### src/csic_cfg.svh
// Offsets, field positions, reset values and vectors of the status and interrupt control block
`ifndef CSIC_CFG_SVH
`define CSIC_CFG_SVH
// ----------------------------------------
// Register addresses
// ----------------------------------------
`define CSIC_ADDR_FLAGS 8'h0a
`define CSIC_ADDR_CTRL_PRI 8'h0b
`define CSIC_ADDR_CTRL_SEC 8'h1e
// ----------------------------------------
// Condition flag bit positions
// ----------------------------------------
`define CSIC_BIT_CARRY 0
`define CSIC_BIT_HALF_CARRY 1
`define CSIC_BIT_ZERO 2
`define CSIC_BIT_OVERFLOW 3
`define CSIC_BIT_POWER_DOWN 4
`define CSIC_BIT_WDT_EXPIRED 5
// ----------------------------------------
// Primary control bit positions
// ----------------------------------------
`define CSIC_BIT_MASTER_EN 0
`define CSIC_BIT_EXT0_EN 1
`define CSIC_BIT_EXT1_EN 2
`define CSIC_BIT_TIMER_EN 3
`define CSIC_BIT_EXT0_REQ 4
`define CSIC_BIT_EXT1_REQ 5
`define CSIC_BIT_TIMER_REQ 6
// ----------------------------------------
// Secondary control bit positions
// ----------------------------------------
`define CSIC_BIT_TICK_EN 0
`define CSIC_BIT_CLOCK_EN 1
`define CSIC_BIT_TICK_REQ 4
`define CSIC_BIT_CLOCK_REQ 5
// ----------------------------------------
// Reset values and vectors
// ----------------------------------------
`define CSIC_RESET_BYTE 8'h00
`define CSIC_VEC_EXT0 10'h004
`define CSIC_VEC_EXT1 10'h008
`define CSIC_VEC_TIMER 10'h00c
`define CSIC_VEC_TICK 10'h010
`define CSIC_VEC_CLOCK 10'h014
`endif

### src/csic_pkg.sv
// Types shared by the status and interrupt control block
package csic_pkg;
   typedef enum logic [1:0] {CSIC_ALU_NONE, CSIC_ALU_ADD, CSIC_ALU_SUB, CSIC_ALU_LOGIC} csic_alu_op_type;
   typedef enum logic [2:0] {CSIC_SRC_EXT0, CSIC_SRC_EXT1, CSIC_SRC_TIMER, CSIC_SRC_TICK, CSIC_SRC_CLOCK,
                             CSIC_SRC_NONE} csic_src_type;
endpackage

### src/csic_pin_edge.sv
// Synchroniser and falling edge detector for one external request pin
`timescale 1ns/100ps
module csic_pin_edge
(
   input wire logic clk_sys,
   input wire logic rst_n,
   input wire logic pin,
   output logic fall
);
   logic sync_a;
   logic sync_b;
   logic last;
   logic next_sync_a;
   logic next_sync_b;
   logic next_last;

   always_comb
   begin
      next_sync_a = pin;
      next_sync_b = sync_a;
      next_last = sync_b;
   end

   always_ff @(posedge clk_sys)
   begin
      if (!rst_n)
      begin
         sync_a <= 1'b1;
         sync_b <= 1'b1;
         last <= 1'b1;
      end
      else
      begin
         sync_a <= next_sync_a;
         sync_b <= next_sync_b;
         last <= next_last;
      end
   end

   assign fall = last & ~sync_b;
endmodule

### src/csic_core.sv
// Condition flags and five-source interrupt control of the core
`timescale 1ns/100ps
`include "csic_cfg.svh"
module csic_core
   import csic_pkg::*;
(
   input wire logic clk_sys,
   input wire logic rst_n,
   input wire logic [7:0] reg_addr,
   input wire logic reg_write,
   input wire logic [7:0] reg_wdata,
   output logic [7:0] reg_rdata,
   input wire csic_alu_op_type alu_op,
   input wire logic [7:0] alu_a,
   input wire logic [7:0] alu_b,
   input wire logic alu_carry_in,
   input wire logic alu_use_carry,
   input wire logic [7:0] alu_result,
   input wire logic rotate_carry_valid,
   input wire logic rotate_carry,
   input wire logic watchdog_clear_instr,
   input wire logic halt_instr,
   input wire logic watchdog_timeout,
   input wire logic return_from_irq,
   input wire logic ext_irq_pin_0,
   input wire logic ext_irq_pin_1,
   input wire logic timer_overflow,
   input wire logic tick_event,
   input wire logic clock_event,
   input wire logic stack_full,
   input wire logic irq_accept,
   output logic irq_request,
   output logic [9:0] irq_vector,
   output logic push_pc,
   output logic wake_up,
   output logic [7:0] condition_flags
);
   // ----------------------------------------
   // State
   // ----------------------------------------
   logic [3:0] arith;
   logic power_down_flag;
   logic watchdog_expired_flag;
   logic [4:0] irq_enable;
   logic master_irq_enable;
   logic [4:0] req_flag;
   logic [3:0] next_arith;
   logic next_power_down_flag;
   logic next_watchdog_expired_flag;
   logic [4:0] next_irq_enable;
   logic next_master_irq_enable;
   logic [4:0] next_req_flag;
   logic [4:0] req_event;
   logic [4:0] ready;
   logic [4:0] grant;
   logic [4:0] wr_flags;
   logic [4:0] wr_en;
   logic ext0_fall;
   logic ext1_fall;
   logic [8:0] sum;
   logic [4:0] low_sum;
   logic [7:0] sum_low7;
   logic wr_status;
   logic wr_pri;
   logic wr_sec;
   logic take;
   csic_src_type src;

   // ----------------------------------------
   // External pins
   // ----------------------------------------
   csic_pin_edge u_ext0
   (
      .clk_sys(clk_sys),
      .rst_n(rst_n),
      .pin(ext_irq_pin_0),
      .fall(ext0_fall)
   );
   csic_pin_edge u_ext1
   (
      .clk_sys(clk_sys),
      .rst_n(rst_n),
      .pin(ext_irq_pin_1),
      .fall(ext1_fall)
   );
   assign req_event = {clock_event, tick_event, timer_overflow, ext1_fall, ext0_fall};

   // ----------------------------------------
   // Arithmetic
   // ----------------------------------------
   always_comb
   begin
      sum = 9'h000;
      low_sum = 5'h00;
      sum_low7 = 8'h00;
      if (alu_op == CSIC_ALU_SUB)
      begin
         sum = {1'b0, alu_a} + {1'b0, ~alu_b} + {8'h00, (alu_use_carry ? alu_carry_in : 1'b1)};
         low_sum = {1'b0, alu_a[3:0]} + {1'b0, ~alu_b[3:0]} + {4'h0, (alu_use_carry ? alu_carry_in : 1'b1)};
         sum_low7 = {1'b0, alu_a[6:0]} + {1'b0, ~alu_b[6:0]} + {7'h00, (alu_use_carry ? alu_carry_in : 1'b1)};
      end
      else
      begin
         sum = {1'b0, alu_a} + {1'b0, alu_b} + {8'h00, (alu_use_carry & alu_carry_in)};
         low_sum = {1'b0, alu_a[3:0]} + {1'b0, alu_b[3:0]} + {4'h0, (alu_use_carry & alu_carry_in)};
         sum_low7 = {1'b0, alu_a[6:0]} + {1'b0, alu_b[6:0]} + {7'h00, (alu_use_carry & alu_carry_in)};
      end
   end

   assign wr_status = reg_write && (reg_addr == `CSIC_ADDR_FLAGS);
   assign wr_pri = reg_write && (reg_addr == `CSIC_ADDR_CTRL_PRI);
   assign wr_sec = reg_write && (reg_addr == `CSIC_ADDR_CTRL_SEC);

   always_comb
   begin
      next_arith = arith;
      if (wr_status)
      begin
         next_arith = reg_wdata[`CSIC_BIT_OVERFLOW:`CSIC_BIT_CARRY];
      end
      if (alu_op == CSIC_ALU_ADD || alu_op == CSIC_ALU_SUB)
      begin
         next_arith[`CSIC_BIT_CARRY] = sum[8];
         next_arith[`CSIC_BIT_HALF_CARRY] = low_sum[4];
         next_arith[`CSIC_BIT_OVERFLOW] = sum_low7[7] ^ sum[8];
      end
      if (alu_op != CSIC_ALU_NONE)
      begin
         next_arith[`CSIC_BIT_ZERO] = (alu_result == 8'h00);
      end
      if (rotate_carry_valid)
      begin
         next_arith[`CSIC_BIT_CARRY] = rotate_carry;
      end
   end

   // ----------------------------------------
   // Power-down and watchdog flags
   // ----------------------------------------
   always_comb
   begin
      next_power_down_flag = power_down_flag;
      next_watchdog_expired_flag = watchdog_expired_flag;
      if (watchdog_clear_instr)
      begin
         next_power_down_flag = 1'b0;
         next_watchdog_expired_flag = 1'b0;
      end
      if (halt_instr)
      begin
         next_power_down_flag = 1'b1;
         next_watchdog_expired_flag = 1'b0;
      end
      if (watchdog_timeout)
      begin
         next_watchdog_expired_flag = 1'b1;
      end
   end

   // ----------------------------------------
   // Priority and acknowledge
   // ----------------------------------------
   assign ready = req_flag & irq_enable & {5{master_irq_enable & ~stack_full}};

   always_comb
   begin
      src = CSIC_SRC_NONE;
      irq_vector = 10'h000;
      if (ready[0])
      begin
         src = CSIC_SRC_EXT0;
         irq_vector = `CSIC_VEC_EXT0;
      end
      else if (ready[1])
      begin
         src = CSIC_SRC_EXT1;
         irq_vector = `CSIC_VEC_EXT1;
      end
      else if (ready[2])
      begin
         src = CSIC_SRC_TIMER;
         irq_vector = `CSIC_VEC_TIMER;
      end
      else if (ready[3])
      begin
         src = CSIC_SRC_TICK;
         irq_vector = `CSIC_VEC_TICK;
      end
      else if (ready[4])
      begin
         src = CSIC_SRC_CLOCK;
         irq_vector = `CSIC_VEC_CLOCK;
      end
   end

   assign irq_request = (src != CSIC_SRC_NONE);
   assign take = irq_request & irq_accept;
   assign push_pc = take;
   assign wake_up = |(req_flag & irq_enable);

   // ----------------------------------------
   // Control registers
   // ----------------------------------------
   always_comb
   begin
      wr_flags = 5'h00;
      wr_en = 5'h00;
      grant = 5'h00;
      if (take)
      begin
         grant[src] = 1'b1;
      end
      if (wr_pri)
      begin
         wr_en[2:0] = 3'h7;
         wr_flags[2:0] = reg_wdata[`CSIC_BIT_TIMER_REQ:`CSIC_BIT_EXT0_REQ];
      end
      if (wr_sec)
      begin
         wr_en[4:3] = 2'h3;
         wr_flags[4:3] = reg_wdata[`CSIC_BIT_CLOCK_REQ:`CSIC_BIT_TICK_REQ];
      end
      next_irq_enable = irq_enable;
      next_master_irq_enable = master_irq_enable;
      if (wr_pri)
      begin
         next_master_irq_enable = reg_wdata[`CSIC_BIT_MASTER_EN];
         next_irq_enable[0] = reg_wdata[`CSIC_BIT_EXT0_EN];
         next_irq_enable[1] = reg_wdata[`CSIC_BIT_EXT1_EN];
         next_irq_enable[2] = reg_wdata[`CSIC_BIT_TIMER_EN];
      end
      if (wr_sec)
      begin
         next_irq_enable[3] = reg_wdata[`CSIC_BIT_TICK_EN];
         next_irq_enable[4] = reg_wdata[`CSIC_BIT_CLOCK_EN];
      end
      if (return_from_irq)
      begin
         next_master_irq_enable = 1'b1;
      end
      if (take)
      begin
         next_master_irq_enable = 1'b0;
      end
   end

   for (genvar i = 0; i < 5; i++)
   begin : g_flag
      always_comb
      begin
         next_req_flag[i] = req_flag[i];
         if (wr_en[i])
         begin
            next_req_flag[i] = wr_flags[i];
         end
         if (grant[i])
         begin
            next_req_flag[i] = 1'b0;
         end
         if (req_event[i])
         begin
            next_req_flag[i] = 1'b1;
         end
      end
   end

   always_ff @(posedge clk_sys)
   begin
      if (!rst_n)
      begin
         arith <= 4'h0;
         power_down_flag <= 1'b0;
         watchdog_expired_flag <= 1'b0;
         irq_enable <= 5'h00;
         master_irq_enable <= 1'b0;
         req_flag <= 5'h00;
      end
      else
      begin
         arith <= next_arith;
         power_down_flag <= next_power_down_flag;
         watchdog_expired_flag <= next_watchdog_expired_flag;
         irq_enable <= next_irq_enable;
         master_irq_enable <= next_master_irq_enable;
         req_flag <= next_req_flag;
      end
   end

   // ----------------------------------------
   // Read data
   // ----------------------------------------
   assign condition_flags = {2'b00, watchdog_expired_flag, power_down_flag, arith};

   always_comb
   begin
      reg_rdata = `CSIC_RESET_BYTE;
      case (reg_addr)
         `CSIC_ADDR_FLAGS: reg_rdata = condition_flags;
         `CSIC_ADDR_CTRL_PRI: reg_rdata = {1'b0, req_flag[2:0], irq_enable[2:0], master_irq_enable};
         `CSIC_ADDR_CTRL_SEC: reg_rdata = {2'b00, req_flag[4:3], 2'b00, irq_enable[4:3]};
         default: reg_rdata = `CSIC_RESET_BYTE;
      endcase
   end
endmodule

### config.mk
export PLATFORM = sky130hd
export DESIGN_NAME = csic_core
export DESIGN_NICKNAME = d
export VERILOG_FILES = /design/src/csic_pkg.sv /design/src/csic_pin_edge.sv /design/src/csic_core.sv
export VERILOG_INCLUDE_DIRS = /design/src
export SDC_FILE = /design/constraint.sdc
export NUM_CORES = 1
export LEC_CHECK = 0
export BUFFER_PORTS_ARGS = -buffer_cell sky130_fd_sc_hd__buf_2
export CAP_MARGIN = 20
export CELL_PAD_IN_SITES_DETAIL_PLACEMENT = 0
export CELL_PAD_IN_SITES_GLOBAL_PLACEMENT = 1
export CORE_MARGIN = 4
export CORE_UTILIZATION = 32
export CTS_CLUSTER_DIAMETER = 50
export DETAILED_ROUTE_END_ITERATION = 7
export PLACE_DENSITY = 0.84
export SLEW_MARGIN = 20
export SYNTH_ARGS = -nofsm -noshare
export SYNTH_HDL_FRONTEND = slang
export SYNTH_HIERARCHICAL = 1
export SYNTH_SLANG_ARGS = --single-unit
### constraint.sdc
create_clock -name clk_sys -period 2.4 [get_ports clk_sys]
set_clock_uncertainty 0.2 [all_clocks]
set_input_delay 0.36 -clock clk_sys [delete_from_list [all_inputs] [get_ports clk_sys]]
set_output_delay 0.36 -clock clk_sys [all_outputs]
set_load 0.02 [all_outputs]
==> results of run 1 <==
metal layers:
metal	up-vias	wire, µm
li1	864	-
met1	738	1950
met2	65	2017
met3	4	439
met4	0	37
met5	-	0
worst max-delay path: stages, from the launching register on:
cell and delay, ns:
sky130_fd_sc_hd__dfxtp_1 0.38, sky130_fd_sc_hd__a22oi_1 0.42, sky130_fd_sc_hd__nand3_1 0.14, sky130_fd_sc_hd__and2_1 0.20, sky130_fd_sc_hd__buf_2 0.17
flip-flops by register name, indices dropped and copies added, names as in the netlist:
name / flops
watchdog_expired_flag: 1
power_down_flag: 1
arith: 4
u_ext1/last: 1
master_irq_enable: 1
u_ext0/next_sync_b: 1
u_ext0/last: 1
u_ext1/next_last: 1
req_flag: 5
u_ext0/next_last: 1
irq_enable: 5
u_ext1/next_sync_b: 1
power by group:
part / leakage, nW / internal [mW] / switching, mW / total, mW
Sequential: 0.190 / 0.400 / 0.0167 / 0.417
Clock: 0.0255 / 0.116 / 0.123 / 0.238
Combinational: 0.896 / 0.0974 / 0.118 / 0.215
Total: 1.11 / 0.614 / 0.257 / 0.871
path summary, 6_finish.rpt:
check                                     start                       endpoint  cells past startpoint
setup / recovery       req_flag[1]$_SDFFE_PN0P_                        push_pc                      4
hold / removal                    ext_irq_pin_0  u_ext0/next_sync_b$_SDFF_PN1_                      2
setup reg to reg       req_flag[1]$_SDFFE_PN0P_       req_flag[1]$_SDFFE_PN0P_                      5
hold reg to reg   u_ext0/next_sync_b$_SDFF_PN1_    u_ext0/next_last$_SDFF_PN1_                      1
cell type report:
class | instances | area (µm²) | area share (%)
well taps | 70 | 87.58 | 4.049
clock inverters | 1 | 5.005 | 0.2313
repair buffers | 78 | 392.9 | 18.16
multi-input cells | 154 | 1094 | 50.55
clock buffers | 3 | 41.29 | 1.909
inverters | 22 | 82.58 | 3.817
flip-flops and latches | 23 | 460.4 | 21.28
cells by family (layout without fill, tap and decap cells):
family / Yosys count / after routing
DFF: 23 / 23
buffers and inverters: 39 / 104
adders and majority gates: 18 / 18
muxes: 13 / 13
AOI/OAI and AO/OA: 51 / 51
other: 1 / 10
and+or+nand+nor: 62 / 62
cells in the mapped netlist, types with 3 or more instances:
| cell type | instances | area share (%) |
|---|---|---|
| sky130_fd_sc_hd__a21oi_1 | 17 | 4.9 |
| sky130_fd_sc_hd__mux2i_1 | 11 | 6.4 |
| sky130_fd_sc_hd__buf_4 | 12 | 5.2 |
| sky130_fd_sc_hd__a31oi_1 | 4 | 1.5 |
| sky130_fd_sc_hd__nand2b_1 | 10 | 3.6 |
| sky130_fd_sc_hd__o21ai_0 | 4 | 1.2 |
| sky130_fd_sc_hd__nor2_1 | 13 | 2.8 |
| sky130_fd_sc_hd__a211oi_1 | 3 | 1.3 |
| sky130_fd_sc_hd__o21a_1 | 4 | 1.7 |
| sky130_fd_sc_hd__nor2b_1 | 4 | 1.5 |
| sky130_fd_sc_hd__ha_1 | 18 | 13 |
| sky130_fd_sc_hd__nor3_1 | 4 | 1.2 |
| sky130_fd_sc_hd__dfxtp_1 | 23 | 27 |
| sky130_fd_sc_hd__nand2_1 | 9 | 2.0 |
| sky130_fd_sc_hd__a222oi_1 | 4 | 2.3 |
| sky130_fd_sc_hd__nand3_1 | 8 | 2.3 |
| sky130_fd_sc_hd__inv_1 | 22 | 4.8 |
| sky130_fd_sc_hd__clkbuf_1 | 4 | 0.87 |
per-stage QoR:
stage          std cells  setup slack [ns]  area (µm²)
6_report             351            0.2683        2163
5_1_grt              351            0.1298        2163
3_3_place_gp         347            0.1412        2117
2_1_floorplan        216            0.3980        1753
4_1_cts              351            0.2788        2163
3_5_place_dp         347           0.07721        2117
==> summary.md, run 1 <==
The die covers 0.006609 mm². Of all nets on the critical path, the largest fanout is 6. After Yosys synthesis, XOR and XNOR cells account for 0% of the synthesized area.

For the violation count after the first detailed-route iteration, the log shows 81. The number of failing hold endpoints at the final stage was 0. Synthesis handed over a netlist of 207 instances.

The layout has 560 filler cells. The worst setup path is of the reg2out kind. TritonCTS built the clock tree. The worst hold path belongs to the class in2reg.

Setup slack on the worst reg-to-reg path comes out at 0.67 ns. VDD sags by at most 191.4 µV. Cells with a size suffix above 1 make up 32.03% of the layout. For the met3 track demand over resource in global routing, the log shows 3.215%. For the final-report max-slew violation count, the log shows 0.

Setup violations remaining at the end of the flow were counted as 0. Overall power consumption after layout is estimated at 870.9 µW. The logs give 3725 µm for the placed wire-length estimate and 2 for the maximum buffer depth of the clock tree. STA puts the critical path data required time at 1.84 ns. The worst setup path is captured at an output pin. In this run, distinct cell masters in the synthesized netlist total 43. The complex-gate fraction of the synthesized area was 20.82%; the number of synthesized flops with an enable pin was 0. The share of synthesized registers carrying an async set or reset is 0%.

For this design the ratio of total power to cell area is 402.6 mW/mm². The run gives 17.50% as the met1 global-route usage. The overall track demand over capacity in global routing was 13.07%; the number of setup buffers added after CTS was 0. In the routed design, unresolved DRC markers number 0.

The insertion delay of the later-clocked pin in the worst-skew pair is 0.26 ns. The tool flagged a number of max-cap violations equal to 0. The most used flip-flop cell after synthesis is sky130_fd_sc_hd__dfxtp_1. The detailed router placed 1671 vias in this run.

In this run the tool buffered the top-level ports with 77 buffer cells. Setup repair after global routing left no endpoint under its margin. Row generation in the floorplan step produced 26 rows. The initial utilization of the core area, before any placement, comes to 33.24%. The run gives 0 as the number of nets with antenna violations after routing. The tools report the kind of start point of the critical path as a flip-flop. The placeable core region is 0.005172 mm², and the post-cts gate resize count is 0. The tools report the via count of the first global-routing pass as 1566. In this run the static leakage power is 1.111 nW.

Entering global routing, the biggest net connects 14 pins. The average via count per standard cell works out to 4.761. Clock tree synthesis selected as its root buffer the cell sky130_fd_sc_hd__clkbuf_8. Compared with the post-synthesis result, the final layout area differs by 25.84%. The placer's final routability congestion estimate was 0.8229; the count of synthesis-stage warnings from yosys was 6. The multiplexer area fraction after synthesis was 7.715%; the highest achievable clock rate was 469.1 MHz. The global-route wire length before repair was 6906 µm. The basic-gate share of the synthesized area counting and, or, nand and nor cells is 19.80%.

The number of levels in the clock H-tree came out at 1. The flow ran to the end, and the final reports show no timing, DRC or antenna violations. The top cell types in the final layout, fill and taps aside, are sky130_fd_sc_hd__buf_2, sky130_fd_sc_hd__dfxtp_1, sky130_fd_sc_hd__inv_1. The tools report the sum of routed wire length over all layers as 4444 µm.

Dominant combinational cell family by area after synthesis: compound AO/OA/AOI/OAI gates. Sequential cells were found to cover 26.78% of the synthesized design area. Post-layout utilization of the core: 41.82%. At the end of the flow, the number of nets in the layout was 360. For the initial antenna violation count, the log shows 0. 89 I/O pins were placed. The number of hold buffers added after CTS was 0. After Yosys synthesis, full adders, half adders and majority gates account for 13.10% of the synthesized area. Final setup TNS: 0 ns. met2 is the most crowded layer.

The die boundary height came out at 81.30 µm. After clock tree synthesis, the clock-pin slew on the worst setup and hold paths is 0.08 ns. For this run, the detailed router's first-pass iteration total came to 4. The final cycle utilization of the critical path was 88.82%; the x dimension of the die was 81.30 µm. For the synthesized area, the log shows 0.001719 mm². The average routed wire per standard cell works out to 12.66 µm. The total overflow left after global routing is 0.

0 antenna diodes ended up in the layout. For the finished layout, the period the worst path requires is 2.132 ns. The clock drives 23 sinks.

The post-synthesis register bit count was 23; the smallest hold slack was 0.07367 ns. In this run the mean area of a mapped cell was 8.305 µm². Data arrives at the worst endpoint at 1.57 ns.

The clock buffer count from CTS was 3; the met2 layer usage reported by global route was 20.68%. Most common cell after layout, fill and taps aside: sky130_fd_sc_hd__buf_2.
(Power assumes the default switching activity.)
==> run 2, diff against run 1 <==
--- a/config.mk
+++ b/config.mk
@@ -6,6 +6,7 @@
 export SDC_FILE = /design/constraint.sdc
 export NUM_CORES = 1
 export LEC_CHECK = 0
+export ABC_AREA = 1
 export BUFFER_PORTS_ARGS = -buffer_cell sky130_fd_sc_hd__buf_2
 export CAP_MARGIN = 20
 export CELL_PAD_IN_SITES_DETAIL_PLACEMENT = 0
==> run 2 against run 1 <==
Compared with the run above:
- clock power increased by 5%
- highest routed layer unchanged
- core utilization fell by 0.71 points
- total power increased by 5.4%
- largest power group unchanged
- sequential cell count is the same
- register-to-register slack lost 0.10 ns
- critical endpoint unchanged
==> summary.md, run 2 <==
The run gives 0.002402 mm² (+13%) as the cell area after placement. The power density over the cells works out to 374.8 mW/mm² (-6.9%). The run gives 64 (-21%) as the violation count after the first detailed-route iteration. Post-layout utilization of the core: 41.11% (-0.71 points).

Hold-critical path depth: 3 (+1). In the final layout, the registers with the most flip-flops are irq_enable x5, req_flag x5, arith x4. The effective utilization at floorplan came out at 33.30% (+0.062 points). The logs give 0 (unchanged) for the post-cts gate resize count and 618.8 µW (+0.82%) for the internal power. The switching share of power was 32.58% (+3.1 points); the slack of the critical path was 0.1975 ns (-0.07080 ns). The root buffer cell chosen for the clock tree is sky130_fd_sc_hd__clkbuf_8.

Share of synthesized registers carrying an async set or reset: 0% (unchanged). For the total instance count after detailed placement, the log shows 455 (+31%). For the part of the Yosys area used for sequential elements, the log shows 23.22% (-3.6 points).

For the unique cell type count in the Yosys netlist, the log shows 33 (-23%). The logs give 6 (unchanged) for the count of synthesis-stage warnings from yosys and 0 (unchanged) for the initial antenna violation count. The overall track demand over capacity in global routing is 13.74% (+0.68 points).

sky130_fd_sc_hd__nand2_1 is the most common cell in the netlist. The count of port buffers added during placement works out to 77 (unchanged). The proportion of power drawn by combinational gates is 27.9% (+3.2 points). The average routed wire per standard cell was 11.20 µm (-12%); the DRC violation count after routing was 0 (unchanged). By count the netlist is led by sky130_fd_sc_hd__nand2_1, sky130_fd_sc_hd__inv_1, sky130_fd_sc_hd__a21oi_1.

Yosys attributes the largest share of cell area to sky130_fd_sc_hd__dfxtp_1, sky130_fd_sc_hd__nand2_1, sky130_fd_sc_hd__inv_1, sky130_fd_sc_hd__ha_1, sky130_fd_sc_hd__a21oi_1. The required time of the critical path is 1.84 ns (about the same), and the final period demand of the worst path is 2.202 ns (+0.07080 ns). The via count of the first global-routing pass was 2021 (+29%).

The logs give 1.385 nW (+25%) for the static power due to leakage and 2067 (+24%) for the total via count after detailed routing. For the number of clock sinks, the log shows 23 (unchanged). The tools report the worst min-delay path startpoint as ext_irq_pin_0. Kind of critical path: reg2out. The mean instance size in the synthesized netlist works out to 6.460 µm² (-22%).

The tools report the source of the worst register-to-register timing path as master_irq_enable$_SDFFE_PP0P_. The placer's final routability congestion estimate was 0.8304 (+0.91%); the smallest hold slack was 0.05410 ns (-0.01958 ns). The logs give 463 (+29%) for the net count of the finished layout and 45.0% (-2.9 points) for the share of power burned in registers. The synthesized area was 0.001983 mm² (+15%).

The count of placed standard cells in the final layout, fillers left out is 459 (+31%). The placement row count is 28 (+7.7%), and the antenna diode instance count is 0 (unchanged). For hold timing, the worst endpoint is u_ext0/next_sync_b$_SDFF_PN1_. TritonCTS built the clock tree. The clock buffer count from CTS is 3 (unchanged), and the largest net degree at the start of global routing is 14 (unchanged). The run gives 299.0 µW (+16%) as the switching power of the nets. Number of nets with antenna violations after routing: 0 (unchanged). Detailed-routing iteration count for the pre-antenna-repair pass: 4 (unchanged). The area of combinational cells with multiple inputs came out at 0.001196 mm² (+9.4%). The worst voltage drop across the vdd grid was 153.8 µV (-20%).

The x dimension of the die was 86.73 µm (+6.7%). The average via count per standard cell was 4.503 (-5.4%); the highest achievable clock rate was 454.0 MHz (-3.2%). Leaving out fill and tap cells, the most frequent cell in the layout is sky130_fd_sc_hd__buf_2. The clock-pin slew on the worst setup and hold paths came out at 0.08 ns (about the same). The die boundary height is 86.73 µm (+6.7%). The run gives 460.4 µm² (unchanged) as the storage element area. The sum of routed wire length over all layers is 5140 µm (+16%), and the instance count of the mapped netlist is 307 (+48%). The setup slack of the worst register-to-register path is 0.57 ns (-0.10 ns).

The final cycle utilization of the critical path works out to 91.77% (+3.0 points). Signed area change from the synthesized netlist to the final layout: 23.47%. The maximum buffer depth of the clock tree was 2 (unchanged); the placeable core region was 0.005956 mm² (+15%). For the boundary pin count, the log shows 89 (unchanged).

The run gives 0 ns (unchanged) as the final setup TNS. The run gives 0 (unchanged) as the max capacitance violation total. The endpoint identified for the worst register-to-register timing path is req_flag[3]$_SDFFE_PN0P_. The run gives 27.1% (-0.3 points) as the share of total power in the clock network. The placed wire-length estimate is 4498 µm (+21%).

Die footprint: 0.007521 mm² (+14%). The library cells used most frequently in the layout, excluding fill and tap cells, are sky130_fd_sc_hd__buf_2, sky130_fd_sc_hd__nand2_1, sky130_fd_sc_hd__inv_1. The final setup violation count is 0 (unchanged), and the area fraction of the dominant cell type after synthesis is 23.22% (-3.6 points). The number of setup buffers added after CTS was 0 (unchanged); the number of filler instances in the final layout was 650 (+16%). The pre-CTS setup slack was 0.3195 ns (+0.2423 ns). The worst hold path belongs to the class in2reg. The critical-path maximum fanout works out to 6 (unchanged). Number of cell instances on the worst register-to-register path: 9 (+4).

The number of hold-repair buffers added at the cts stage was 0 (unchanged). The total power draw was 917.8 µW (+5.4%). The number of levels in the clock H-tree came out at 1 (unchanged). The kind of capture point of the worst setup path is an output pin. The flow ran to the end, and the final reports show no timing, DRC or antenna violations. The library cell with the largest summed area after synthesis was sky130_fd_sc_hd__dfxtp_1. The arrival time of the worst setup path was 1.64 ns (+0.07 ns); the post-synthesis register bit count was 23 (unchanged).

The tools report the remaining global-route overflow as 0 (unchanged). The final cell area excluding filler cells came out at 0.002449 mm² (+13%). Final-report max-slew violation count: 0 (unchanged). Prevailing post-synth register cell: sky130_fd_sc_hd__dfxtp_1. STA classifies the critical path startpoint as a flip-flop.

The number of synthesized flops with an enable pin was 0 (unchanged). The tools report the insertion delay of the later-clocked pin in the worst-skew pair as 0.27 ns (about the same). The run gives 0 (unchanged) as the number of failing hold endpoints at the final stage. Setup repair after global routing left no endpoint under its margin. For the global-route wire length before repair, the log shows 8507 µm (+23%). The fraction of final layout cells sized beyond drive strength 1 is 25.52% (-6.5 points).
==> run 2: kinds of logic after synthesis <==
family | Yosys count | share of synthesized area [%]
AOI/OAI and AO/OA | 55 | 16.78
adders and majority gates | 18 | 11.36
buffers and inverters | 84 | 18.17
DFF | 23 | 23.22
other | 1 | 0.1891
and+or+nand+nor | 126 | 30.28
==> run 2: routing by layer <==
layer | share of wire, % | up-vias | track usage, % | wire (µm)
li1 | - | 1108 | - | -
met1 | 40 | 898 | 15.34 | 2068
met2 | 49 | 54 | 25.03 | 2519
met3 | 8.8 | 7 | 3.327 | 450
met4 | 2.0 | 0 | 5.099 | 102
met5 | 0 | - | 0 | 0
==> run 2: worst max-delay path by stage <==
| stage | startpoint | to | cells past startpoint | slack, ns |
|---|---|---|---|---|
| global route | master_irq_enable$_SDFFE_PP0P_ | push_pc | 7 | 0.09 |
| floorplan | reg_addr[3] | reg_rdata[0] | 4 | 0.54 |
| finish | master_irq_enable$_SDFFE_PP0P_ | push_pc | 7 | 0.20 |
| detailed placement | reg_addr[3] | reg_rdata[1] | 6 | 0.32 |
| CTS | master_irq_enable$_SDFFE_PP0P_ | push_pc | 7 | 0.20 |
| global placement | reg_addr[0] | reg_rdata[3] | 7 | 0.33 |
==> run 2: final cells by class <==
| class | instances | share of cell area, % |
|---|---|---|
| multi-input combinational | 209 | 48.85 |
| clock inverter | 1 | 0.2044 |
| inverter | 71 | 10.88 |
| clock buffer | 3 | 1.686 |
| sequential | 23 | 18.80 |
| tap | 75 | 3.832 |
| timing repair buffer | 77 | 15.74 |
==> run 2: power groups by stage <==
stage	Clock (mW)	Combinational, mW	Sequential (mW)
final	0.249	0.256	0.413
after global routing	0.274	0.295	0.416
after CTS	0.257	0.258	0.413
after detailed placement	0	0.257	0.422
after global placement	0	0.253	0.422
after floorplan	0	0.168	0.426
==> run 2: worst max-delay path, stage by stage (launching register included) <==
cell	delay, ns
sky130_fd_sc_hd__dfxtp_1	0.35
sky130_fd_sc_hd__inv_2	0.06
sky130_fd_sc_hd__nor2_4	0.14
sky130_fd_sc_hd__inv_1	0.09
sky130_fd_sc_hd__a21oi_1	0.22
sky130_fd_sc_hd__nor2_2	0.10
sky130_fd_sc_hd__a21boi_4	0.21
sky130_fd_sc_hd__buf_2	0.20
==> run 3, diff against run 2 <==
--- a/config.mk
+++ b/config.mk
@@ -9,13 +9,13 @@
 export ABC_AREA = 1
 export BUFFER_PORTS_ARGS = -buffer_cell sky130_fd_sc_hd__buf_2
 export CAP_MARGIN = 20
-export CELL_PAD_IN_SITES_DETAIL_PLACEMENT = 0
-export CELL_PAD_IN_SITES_GLOBAL_PLACEMENT = 1
 export CORE_MARGIN = 4
-export CORE_UTILIZATION = 32
+export CORE_UTILIZATION = 35
 export CTS_CLUSTER_DIAMETER = 50
 export DETAILED_ROUTE_END_ITERATION = 7
-export PLACE_DENSITY = 0.84
+export PLACE_DENSITY = 0.65
+export RECOVER_POWER = 50
+export SKIP_CTS_REPAIR_TIMING = 1
 export SLEW_MARGIN = 20
 export SYNTH_ARGS = -nofsm -noshare
 export SYNTH_HDL_FRONTEND = slang
==> run 3 against run 2 <==
Compared with the run above:
- clock power shrank 3%
- design area shrank 1.2%
- first-iteration DRC count grew 44%
- count of clock-buffer cells in the layout is the same
- largest cell class unchanged
- non-clock buffer count is the same
- worst setup slack gained 0.055 ns
- global-route usage grew 0.60 points
- critical path depth is the same
- final cell count shrank 0.65%
- register-to-register slack gained 0.08 ns
- combinational power shrank 2%
- total power shrank 1.3%
==> summary.md, run 3 (synthesis gave the netlist of run 2 again) <==
The flow ran to the end, and the final reports show no timing, DRC or antenna violations. The run gives 0.05675 ns (+0.002652 ns) as the smallest hold slack. The net count of the finished layout came out at 463 (unchanged).

The tools report the placed wire-length estimate as 4242 µm (-5.7%). The power density over the cells works out to 374.4 mW/mm² (-0.11%). The arrival time of the worst setup path was 1.59 ns (-0.05 ns). Average via count per standard cell: 4.566 (+1.4%). The clock-pin slew on the worst setup and hold paths came out at 0.08 ns (about the same). For the number of failing hold endpoints at the final stage, the log shows 0 (unchanged). The global-route wire length before repair was 8528 µm (+0.25%). For the clock buffer count from CTS, the log shows 3 (unchanged). TritonCTS built the clock tree. The logs give 0.2530 ns (+0.05548 ns) for the slack of the critical path and 4935 µm (-4.0%) for the sum of routed wire length over all layers. The placer's final routability congestion estimate is 0.8922 (+7.4%). The number of levels in the clock H-tree came out at 1 (unchanged). The run gives 0 (unchanged) as the initial antenna violation count. The worst setup path is launched from a flip-flop.

The worst register-to-register path ends at req_flag[3]$_SDFFE_PN0P_. The placeable core region was 0.005507 mm² (-7.5%); the required time of the critical path was 1.84 ns (about the same). The tools report the boundary pin count as 89 (unchanged). The run gives 36.01% (+2.7 points) as the effective utilization at floorplan.

The overall track demand over capacity in global routing is 14.34% (+0.60 points), and the average routed wire per standard cell is 10.82 µm (-3.4%). Remaining global-route overflow: 0 (unchanged). The area growth from synthesis to layout is 22.02%. The run gives 0 (unchanged) as the number of nets with antenna violations after routing. The most common cell after layout, fill and taps aside is sky130_fd_sc_hd__nand2_1. The logs give 92 (+44%) for the violation count after the first detailed-route iteration and 0.65 ns (+0.08 ns) for the setup slack of the worst register-to-register path.

The total power draw was 906.0 µW (-1.3%); the number of clock sinks was 23 (unchanged). The final setup violation count is 0 (unchanged). The max capacitance violation total was 0 (unchanged). The die boundary height works out to 83.28 µm (-4.0%). The kind of capture point of the worst setup path was an output pin. The worst register-to-register path begins at master_irq_enable$_SDFFE_PP0P_. Setup repair after global routing left no endpoint under its margin.

The die footprint came out at 0.006935 mm² (-7.8%). The highest achievable clock rate is 465.8 MHz (+2.6%), and the critical-path maximum fanout is 6 (unchanged). The tools report the area of combinational cells with multiple inputs as 0.001181 mm² (-1.3%). The largest registers in the layout are irq_enable x5, req_flag x5, arith x4. The min-delay analysis places its worst path in the category in2reg. The clock root buffer was sky130_fd_sc_hd__clkbuf_8. The final-report max-slew violation count is 0 (unchanged), and the detailed-routing iteration count for the pre-antenna-repair pass is 4 (unchanged).

The run gives 600 (-7.7%) as the number of filler instances in the final layout. The proportion of power drawn by combinational gates is 27.7% (-0.2 points). The switching share of power was 32.05% (-0.53 points); the share of power burned in registers was 45.6% (+0.6 points).

The run gives 460.4 µm² (unchanged) as the storage element area. In the layout the commonest cells are sky130_fd_sc_hd__nand2_1, sky130_fd_sc_hd__inv_1, sky130_fd_sc_hd__buf_2. The final period demand of the worst path was 2.147 ns (-0.05548 ns); the number of cell instances on the worst register-to-register path was 9 (unchanged).

The kind of critical path was reg2out. The largest net degree at the start of global routing is 14 (unchanged), and the placement row count is 27 (-3.6%). The hold-critical path depth is 3 (unchanged), and the x dimension of the die is 83.28 µm (-4.0%). The share of total power in the clock network was 26.7% (-0.4 points); the maximum buffer depth of the clock tree was 2 (unchanged). The DRC violation count after routing was 0 (unchanged); the worst voltage drop across the vdd grid was 182.8 µV (+19%).

The insertion delay of the later-clocked pin in the worst-skew pair was 0.27 ns (about the same). The run gives 2082 (+0.73%) as the total via count after detailed routing. The final cycle utilization of the critical path is 89.46% (-2.3 points), and the antenna diode instance count is 0 (unchanged). The fraction of final layout cells sized beyond drive strength 1 is 22.66% (-2.9 points), and the count of port buffers added during placement is 77 (unchanged).

The internal power is 615.6 µW (-0.51%). Endpoint of the worst hold-timing path: u_ext0/next_sync_b$_SDFF_PN1_. The run gives 0.3097 ns (-0.009861 ns) as the pre-CTS setup slack. Static power due to leakage: 1.347 nW (-2.7%). The worst min-delay path startpoint is ext_irq_pin_0.

The launch point of the worst path is master_irq_enable$_SDFFE_PP0P_. The final setup TNS is 0 ns (unchanged). The switching power of the nets was 290.3 µW (-2.9%). The tools report the via count of the first global-routing pass as 2036 (+0.74%).
-- run 3: cell count changes in the layout (fill, tap and decap cells not counted) --
cell	change
sky130_fd_sc_hd__nor2_4	-1
sky130_fd_sc_hd__clkbuf_1	+8
sky130_fd_sc_hd__inv_1	+1
sky130_fd_sc_hd__inv_2	-1
sky130_fd_sc_hd__nand2_1	+1
sky130_fd_sc_hd__nor2_1	+1
sky130_fd_sc_hd__buf_2	-8
sky130_fd_sc_hd__nand2_4	-1
-- run 3: cell type report --
| cell class | instances | area share [%] |
|---|---|---|
| inverters | 71 | 11.01 |
| well taps | 72 | 3.723 |
| multi-input cells | 209 | 48.81 |
| flip-flops and latches | 23 | 19.03 |
| repair buffers | 77 | 15.51 |
| clock inverters | 1 | 0.2068 |
| clock buffers | 3 | 1.706 |
-- run 3: metrics by stage --
step           cell area (µm²)  std cells  util (%)
4_1_cts                   2445        456     44.40
6_report                  2420        456     43.94
3_5_place_dp              2399        452     43.56
2_1_floorplan             2017        316         -
5_1_grt                   2420        456     43.94
3_3_place_gp              2399        452     43.56
-- run 3: critical path: stages, from the launching register on --
cell	delay (ns)
sky130_fd_sc_hd__dfxtp_1	0.35
sky130_fd_sc_hd__inv_2	0.06
sky130_fd_sc_hd__nor2_4	0.14
sky130_fd_sc_hd__inv_1	0.09
sky130_fd_sc_hd__a21oi_1	0.20
sky130_fd_sc_hd__nor2_2	0.09
sky130_fd_sc_hd__a21boi_4	0.20
sky130_fd_sc_hd__buf_2	0.20
-- run 3: power groups by stage --
| stage | Clock, mW | Sequential (mW) | Combinational (mW) |
|---|---|---|---|
| final | 0.242 | 0.413 | 0.251 |
| after floorplan | 0 | 0.426 | 0.168 |
| after CTS | 0.252 | 0.413 | 0.257 |
| after detailed placement | 0 | 0.422 | 0.256 |
| after global routing | 0.262 | 0.415 | 0.290 |
| after global placement | 0 | 0.422 | 0.253 |
-- run 3: how the worst max path moves through the flow --
stage,end,slack [ns],cells past startpoint
final,push_pc,0.25,7
after floorplan,reg_rdata[0],0.54,4
after global routing,irq_vector[2],0.08,7
after CTS,push_pc,0.25,7
after detailed placement,reg_rdata[1],0.31,6
after global placement,reg_rdata[3],0.34,7
-- run 3: routing by layer --
metal,global-route usage (%),part of all wire (%),vias to the layer above
li1,-,-,1105
met1,16.91,42,908
met5,0,0,-
met3,3.274,8.2,9
met4,4.458,1.7,0
met2,25.58,48,60
